<file path="config.mk">
export PLATFORM = sky130hd
export DESIGN_NAME = branch_condition_target_unit
export DESIGN_NICKNAME = d
export VERILOG_FILES = /design/src/branch_unit_pkg.sv /design/src/branch_decode_if.sv /design/src/branch_condition_target_unit.sv /design/src/branch_decoder.sv
export VERILOG_INCLUDE_DIRS = /design/src
export SDC_FILE = /design/constraint.sdc
export NUM_CORES = 1
export LEC_CHECK = 0
export ABC_AREA = 1
export BUFFER_PORTS_ARGS = -buffer_cell sky130_fd_sc_hd__buf_4
export CAP_MARGIN = 15
export CORE_MARGIN = 10
export CORE_UTILIZATION = 54
export CTS_CLUSTER_DIAMETER = 150
export DETAILED_ROUTE_END_ITERATION = 10
export HOLD_SLACK_MARGIN = 0.06
export PLACE_DENSITY = 0.83
export SETUP_SLACK_MARGIN = 0.3
export SLEW_MARGIN = 30
export SYNTH_ARGS = -nofsm -noshare
export SYNTH_HDL_FRONTEND = slang
export SYNTH_SLANG_ARGS = --single-unit
</file>
<file path="constraint.sdc">
create_clock -name i_core_clk -period 3.47 [get_ports i_core_clk]
set_input_delay 0.694 -clock i_core_clk [delete_from_list [all_inputs] [get_ports i_core_clk]]
set_output_delay 0.694 -clock i_core_clk [all_outputs]
set_load 0.05 [all_outputs]
</file>
<file path="src/branch_unit_defines.svh">
// Constants for the branch condition and target unit.
`ifndef BRANCH_UNIT_DEFINES_SVH
`define BRANCH_UNIT_DEFINES_SVH
`define OPC_COND_REL 6'h10
`define OPC_COND_REG 6'h13
`define XO_TO_COUNT 10'h210
`define INSN_STEP 32'h0000_0004
`define LINK_RESET 32'h0000_0000
`define COUNT_RESET 32'h0000_0000
`endif

</file>
<file path="src/branch_unit_pkg.sv">
// Types shared by the branch condition and target unit.
package branch_unit_pkg;
  typedef enum logic [1:0] {
    FORM_NONE = 2'b00,
    FORM_REL = 2'b01,
    FORM_CTR = 2'b10
  } branch_form_e;

  typedef struct packed {
    logic [31:0] count_register;
    logic [31:0] link_register;
    logic [31:0] next_insn_address;
    logic taken;
    logic valid;
  } branch_state_s;
endpackage

</file>
<file path="src/branch_decode_if.sv">
// Decoded branch fields passed from the decoder to the resolver.
interface branch_decode_if;
  import branch_unit_pkg::*;
  branch_form_e form;
  logic [4:0] branch_options_field;
  logic [4:0] condition_index_field;
  logic [13:0] displacement_field;
  logic absolute_address_flag;
  logic link_flag;
  modport decoder (output form, branch_options_field, condition_index_field, displacement_field,
                   absolute_address_flag, link_flag);
  modport resolver (input form, branch_options_field, condition_index_field, displacement_field,
                    absolute_address_flag, link_flag);
endinterface

</file>
<file path="src/branch_condition_target_unit.sv">
// Branch resolution: taken decision, next address, count and link updates.
// Summary of operation
// - Option bit 0 clear: selected condition bit must equal option bit 1.
// - Option bit 0 set: condition register and index ignored.
// - Count-register form targets count bits 0..29 with two zero bits.
// - Not taken continues at current address plus 4, else target.
// - Link flag set writes current address plus 4 to link register always.
// - Count-register form never decrements count; only link may change.
// - Option bit 4 is only a prediction hint, no architectural effect.
// - Option 16 decrements count, branches if new count nonzero.
// - Option 18 decrements count, branches if new count zero.
// - Option 0 decrements, branches on nonzero count and condition bit 0.
// - Option 8 decrements, branches on nonzero count and condition bit 1.
// - Option 2 decrements, branches on zero count and condition bit 0.
// - Option 10 decrements, branches on zero count and condition bit 1.
// - Option 4 keeps count, branches when condition bit is 0.
// - Option 12 keeps count, branches when condition bit is 1.
// - Option 20 branches unconditionally, to the count-register address in that form, else to the relative target.
// - Condition field n holds lt, gt, eq, so at bits 4n+0..4n+3.
// - Absolute flag set uses base zero, else current address.
// - Relative form with option bit 2 clear decrements and tests count.
// - Displacement gets two zero bits, sign-extended, added to base.
`include "branch_unit_defines.svh"
module branch_condition_target_unit
  import branch_unit_pkg::*;
(
  input wire logic i_core_clk,
  input wire logic i_nrst,
  input wire logic i_issue,
  input wire logic [31:0] i_insn,
  input wire logic [31:0] i_current_insn_address,
  input wire logic [31:0] i_condition_register,
  input wire logic i_count_load,
  input wire logic [31:0] i_count_value,
  input wire logic i_link_load,
  input wire logic [31:0] i_link_value,
  output logic o_resolved,
  output logic o_taken,
  output logic o_predict_hint,
  output logic [31:0] o_next_insn_address,
  output logic [31:0] o_count_register,
  output logic [31:0] o_link_register
);
  branch_decode_if dec_bus();
  branch_state_s state_ff;
  branch_state_s nxt_state;
  logic [31:0] count_dec;
  logic cond_bit;
  logic cond_ok;
  logic count_ok;
  logic go;
  logic [31:0] base;
  logic [31:0] disp;
  logic [31:0] step_addr;

  branch_decoder u_decoder (
    .i_insn(i_insn),
    .dec(dec_bus.decoder)
  );

  always_comb begin
    count_dec = state_ff.count_register - 32'h0000_0001;
    step_addr = i_current_insn_address + `INSN_STEP;
    // condition bit select
    // Field bit 0 is the register's most significant bit, so index k is bit 31-k.
    cond_bit = i_condition_register[5'h1F - dec_bus.condition_index_field];
    cond_ok = dec_bus.branch_options_field[4] | (cond_bit == dec_bus.branch_options_field[3]);
    // option decode
    // Every option value above reduces to these two terms, so no per-value table is kept.
    count_ok = dec_bus.branch_options_field[2] | ((count_dec == 32'h0000_0000) == dec_bus.branch_options_field[1]);
    disp = {{16{dec_bus.displacement_field[13]}}, dec_bus.displacement_field, 2'b00};
    base = dec_bus.absolute_address_flag ? 32'h0000_0000 : i_current_insn_address;
    go = 1'b0;
    nxt_state = state_ff;
    nxt_state.valid = 1'b0;
    if (i_count_load) begin
      nxt_state.count_register = i_count_value;
    end
    if (i_link_load) begin
      nxt_state.link_register = i_link_value;
    end
    if (i_issue && dec_bus.form != FORM_NONE) begin
      nxt_state.valid = 1'b1;
      if (dec_bus.form == FORM_REL) begin
        go = cond_ok & count_ok;
        if (!dec_bus.branch_options_field[2]) begin
          nxt_state.count_register = count_dec;
        end
        nxt_state.next_insn_address = go ? base + disp : step_addr;
      end else begin
        // option bit 2 clear is undefined, so the count test is dropped.
        // unconditional when option bit 0 and bit 2 are set
        go = cond_ok;
        nxt_state.next_insn_address = go ? {state_ff.count_register[31:2], 2'b00} : step_addr;
      end
      nxt_state.taken = go;
      if (dec_bus.link_flag) begin
        nxt_state.link_register = step_addr;
      end
    end
  end

  always_ff @(posedge i_core_clk) begin
    if (!i_nrst) begin
      state_ff <= '{count_register: `COUNT_RESET, link_register: `LINK_RESET,
                    next_insn_address: 32'h0000_0000, taken: 1'b0, valid: 1'b0};
    end else begin
      state_ff <= nxt_state;
    end
  end

  assign o_resolved = state_ff.valid;
  assign o_taken = state_ff.taken;
  // The hint is passed straight through and never reaches the address path.
  assign o_predict_hint = dec_bus.branch_options_field[0];
  assign o_next_insn_address = state_ff.next_insn_address;
  assign o_count_register = state_ff.count_register;
  assign o_link_register = state_ff.link_register;
endmodule

</file>
<file path="src/branch_decoder.sv">
// Splits a branch instruction word into its fields.
`include "branch_unit_defines.svh"
module branch_decoder
  import branch_unit_pkg::*;
(
  input wire logic [31:0] i_insn,
  branch_decode_if.decoder dec
);
  // Bits are numbered from the most significant end, so field bit k is word bit 31-k.
  always_comb begin
    dec.form = FORM_NONE;
    if (i_insn[31:26] == `OPC_COND_REL) begin
      dec.form = FORM_REL;
    end else if (i_insn[31:26] == `OPC_COND_REG && i_insn[10:1] == `XO_TO_COUNT) begin
      dec.form = FORM_CTR;
    end
  end
  assign dec.branch_options_field = i_insn[25:21];
  assign dec.condition_index_field = i_insn[20:16];
  assign dec.displacement_field = i_insn[15:2];
  assign dec.absolute_address_flag = i_insn[1];
  assign dec.link_flag = i_insn[0];
endmodule

</file>
==> summary.txt <==
CTS
  • Insertion delay of the later-clocked pin in the worst-skew pair: 0.36 ns
  • Clock tree from TritonCTS: yes
  • Root buffer cell: sky130_fd_sc_hd__clkbuf_16
  • Maximum clock insertion buffer count: 2
  • Number of levels the H-tree was split into: 3
  • Count of hold buffers inserted by post-cts repair: 0
  • Clock sink count: 98
  • Number of CTS-inserted buffers: 9
  • Clock slew at reported path FFs: roughly 0.070 ns

Pwr
  • Switching pwr: ~1.4 mW
  • Cell-internal power: 2.404 mW
  • PwrDens: between 300 and 400 nW/um2
  • Part of the power in the clock network: 0.321
  • Peak VDD IR: roughly 0.00027 V
  • Switching fraction of total power: 0.3697
  • Standby leakage power: ~5.8 nW
  • Relative contribution of sequential cells to total power: 0.321
  • Comb power frac: 0.358

Floorplan
  • Core area: approximately 16,000 um2
  • Initial cell density of the core: 0.5479
  • Horizontal die dimension: approximately 150 um
  • Overall die height: 149.3 um
  • Number of core rows: 47
  • Full die area: 22,280 um2
  • Number of I/O pins: 264

Logic synthesis
  • Syn_area_per_cell: 5.724 um2
  • Top flip-flop cell by instance count after synthesis: sky130_fd_sc_hd__dfxtp_1
  • Leading area contributor after synthesis: sky130_fd_sc_hd__dfxtp_1
  • Post-synthesis cell count: between 1,500 and 2,000
  • Number of warnings reported in the yosys synthesis log: 0
  • Share of Yosys cell area claimed by the top area cell type: 0.2175
  • Part of the Yosys area used for sequential elements: 0.2175
  • Dominant cells by area after synthesis: sky130_fd_sc_hd__dfxtp_1 (22%), sky130_fd_sc_hd__nand2_1 (15%), sky130_fd_sc_hd__nor2_1 (11%)
  • Number of nets produced by synthesis: approximately 1,800
  • Number of synthesized flops with an enable pin: 0
  • Netlist Area Pre-Place: approximately 9000 um2
  • Post-synth ARST share: 0
  • Post-synth cell types: 41
  • Register bit count reported by yosys: 98

Setup path
  • Crit-path cells: buf_4 > nor2_1 > nand3b_1 > nor2_1 > nand2_1 > o41ai_1 > nand2_1 > inv_1 > nand2_1 > buf_4 > inv_1 > a21oi_1
  • Data arrival time of the critical path: 3.24 ns
  • Crit path max-delay family: buffers and inverters
  • Worst setup path class: input port to flip-flop
  • Category of the worst setup path capture point: flip-flop
  • Critical Path RT: 3.69 ns
  • Most common cell type on the critical path: sky130_fd_sc_hd__nand2_1
  • Slowest cell on the critical path: sky130_fd_sc_hd__o41ai_1
  • Largest incremental delay on the critical path: slightly above 0.7 ns
  • Worst-path maximum fanout: 57
  • Startpoint class of the critical path: input port
  • Count of buffering cells on the critical path with inverters included: 4

Timing
  • Final Slew Violations: 0
  • Unrepaired setup endpoints after global routing: no
  • Setup violation total in the final timing report: 0
  • Min Clock Period, post-route: approximately 3.0 ns
  • Max Clock Skew: 0.01146 ns
  • Fin crit share: 0.8712
  • Sum Neg Setup Slack: 0 ns
  • Number of hold-slack violations in the final timing report: 0
  • Slew @ Worst Pin: between 0.8 and 0.9 ns
  • Highest clock frequency the design can meet: approximately 330 MHz
  • Headroom to the max-slew limit: 0.3987

Detailed routing
  • Post-detailed-routing wire length: between 30,000 and 40,000 um
  • Routed length on met2: roughly 17,000 um
  • Residual DRC count: 0
  • Number of vias per cell: between 5 and 6
  • Met1 Routed Length: ~14,000 um
  • First-pass detailed-route iteration total: 6
  • Via count: 11,484
  • Sum of met3 wire segment lengths after detailed routing: between 3000 and 4000 um
  • Top layer used by detailed routing: met4
  • Post-route antenna net violation count: 0
  • Initial DRC Count: about 1,100
  • Routed wire length per instance: 17.84 um

Global routing
  • Grt total ovfl: 0
  • Largest net degree at the start of global routing: approximately 70
  • Antenna violations before repair: 0
  • Wire length of the first global-routing pass: between 50,000 and 60,000 um
  • Vias in the first global route: 10,509
  • Overall track demand over capacity in global routing: 0.3102

Final layout
  • Area of all placed cells without fillers: approximately 12,000 um2
  • Final net count: 2,000
  • FF/Latch Area: about 2000 um2
  • Antenna fix cells: 0
  • Layout cell share with drive strength beyond 1: 0.1793
  • Area of the multi-input gates: 6096 um2
  • Total of fill cells in the finished design: between 1,500 and 2,000
  • Layout area overhead: 28.06%

Placement
  • Post-detailed-placement half-perimeter wirelength: slightly below 30,000 um
  • Placed cell area: 11,180 um2
  • Last weighted congestion value of the routability-driven placer: 0.9921
  • Input/output buffers: about 260

Flow run
  • Number of max-capacitance violations reported: 0

Hold path
  • Classification of the worst-slack hold path: flip-flop to flip-flop

Outcome
  • Run status: completed
[metrics by stage]
step                power (mW)    util  setup WS (ns)  instances  hold WS, ns
floorplan                2.106       -         0.4304       1576       0.6860
CTS                      3.791  0.7008         0.4473       2027       0.4723
detailed placement       2.582  0.6790         0.2433       2011       0.4599
finish                   3.814  0.7016         0.4471       2027       0.4792
global placement         2.570  0.6790         0.2650       2011       0.4565
global route             3.992  0.7016         0.3249       2027       0.5040
[area by class of cell]
class	count	area share
clock buffer	11	0.02188
clock inverter	5	0.009314
inverter	181	0.05881
multi-input combinational	1225	0.5277
sequential	98	0.1698
tap	220	0.02383
timing repair buffer	287	0.1887
[Yosys cell counts (6+ instances only)]
library cell,number
sky130_fd_sc_hd__o21bai_1,11
sky130_fd_sc_hd__o21ai_0,124
sky130_fd_sc_hd__dfxtp_1,98
sky130_fd_sc_hd__buf_2,17
sky130_fd_sc_hd__buf_1,8
sky130_fd_sc_hd__a311oi_1,7
sky130_fd_sc_hd__clkbuf_1,45
sky130_fd_sc_hd__nor2_1,257
sky130_fd_sc_hd__nand3_1,146
sky130_fd_sc_hd__nor2_4,6
sky130_fd_sc_hd__xnor2_1,10
sky130_fd_sc_hd__a21oi_1,116
sky130_fd_sc_hd__nand4_1,21
sky130_fd_sc_hd__nand2_1,358
sky130_fd_sc_hd__inv_1,181
sky130_fd_sc_hd__xor2_1,40
sky130_fd_sc_hd__nor3_1,18
sky130_fd_sc_hd__o211ai_1,7
sky130_fd_sc_hd__ha_1,32
sky130_fd_sc_hd__a31oi_1,27
sky130_fd_sc_hd__o221ai_1,7
[worst register-to-register path, delay by kind of cell, from the launching register on]
kind / cells / cell delay [ns]
AOI/OAI and AO/OA: 2 / 0.21
adders and majority gates: 1 / 0.29
buffers and inverters: 2 / 0.35
DFF: 1 / 0.36
and+or+nand+nor: 13 / 1.58
[metal layers]
layer | up-vias | track usage
met2 | 608 | 0.5062
met1 | 5188 | 0.3858
li1 | 5614 | -
met4 | 0 | 0.1428
met3 | 74 | 0.06068
met5 | - | 0
[flip-flops by register name, summed over array words and instances (netlist names)]
signal               cells
o_count_register        32
o_link_register         32
o_next_insn_address     32
o_resolved               1
o_taken                  1
[cell usage in the layout (no fill, tap or decap), types with 2 or more instances in the layout]
| cell | n |
|---|---|
| sky130_fd_sc_hd__nand3b_1 | 5 |
| sky130_fd_sc_hd__xor2_1 | 40 |
| sky130_fd_sc_hd__nand2_2 | 2 |
| sky130_fd_sc_hd__o21ai_1 | 4 |
| sky130_fd_sc_hd__nand2_1 | 358 |
| sky130_fd_sc_hd__nand3_1 | 146 |
| sky130_fd_sc_hd__o211ai_1 | 7 |
| sky130_fd_sc_hd__nor2_2 | 3 |
| sky130_fd_sc_hd__nand4_1 | 21 |
| sky130_fd_sc_hd__a21oi_1 | 116 |
| sky130_fd_sc_hd__a311oi_1 | 7 |
| sky130_fd_sc_hd__nor2_4 | 6 |
| sky130_fd_sc_hd__dfxtp_1 | 98 |
| sky130_fd_sc_hd__nor2_1 | 257 |
| sky130_fd_sc_hd__nand2_4 | 2 |
| sky130_fd_sc_hd__buf_4 | 285 |
| sky130_fd_sc_hd__nand3_2 | 2 |
| sky130_fd_sc_hd__a31oi_1 | 27 |
| sky130_fd_sc_hd__o21ai_0 | 124 |
| sky130_fd_sc_hd__xnor2_1 | 10 |
| sky130_fd_sc_hd__ha_1 | 31 |
| sky130_fd_sc_hd__or2_2 | 2 |
| sky130_fd_sc_hd__a211oi_1 | 4 |
| sky130_fd_sc_hd__inv_1 | 179 |
| sky130_fd_sc_hd__nor4_1 | 4 |
| sky130_fd_sc_hd__o221ai_1 | 7 |
| sky130_fd_sc_hd__buf_12 | 2 |
| sky130_fd_sc_hd__clkbuf_8 | 2 |
| sky130_fd_sc_hd__clkbuf_16 | 9 |
| sky130_fd_sc_hd__a21o_1 | 2 |
| sky130_fd_sc_hd__nor3_1 | 17 |
| sky130_fd_sc_hd__bufinv_16 | 3 |
| sky130_fd_sc_hd__o21bai_1 | 11 |
[worst paths after layout]
| check | from | endpoint | slack (ns) | cells past startpoint |
|---|---|---|---|---|
| setup / recovery | i_insn[31] | o_link_register[5]$_SDFF_PN0_ | 0.45 | 12 |
| setup reg to reg | o_count_register[0]$_SDFF_PN0_ | o_next_insn_address[27]$_SDFFE_PN0P_ | 0.58 | 18 |
| hold reg to reg | o_next_insn_address[0]$_SDFFE_PN0P_ | o_next_insn_address[0]$_SDFFE_PN0P_ | 0.48 | 2 |
| hold / removal | o_next_insn_address[0]$_SDFFE_PN0P_ | o_next_insn_address[0]$_SDFFE_PN0P_ | 0.48 | 2 |
[power groups by stage]
stage / registers [mW] / clock network, mW / logic, mW
after floorplan: 1.39 / 0 / 0.716
after global placement: 1.25 / 0 / 1.32
after detailed placement: 1.25 / 0 / 1.33
after CTS: 1.22 / 1.23 / 1.34
after global routing: 1.23 / 1.27 / 1.49
final: 1.23 / 1.22 / 1.36
[what timing repair did]
| action | in CTS | in global routing |
|---|---|---|
| setup buffers | 0 | 0 |
| hold endpoints to repair | 0 | 0 |
| resized for setup | 0 | 3 |
| endpoints found under the setup margin | 0 | 19 |
[cell families (layout without fill, tap and decap cells)]
group	after synthesis	after routing	synth area share
simple gates	830	830	0.3882
flops	98	98	0.2175
fa+ha+maj	33	33	0.04660
xor+xnor	50	50	0.04854
compound gates	312	312	0.1903
buf+inv	253	484	0.1089
Note: power is estimated with default switching activity, not from simulation.
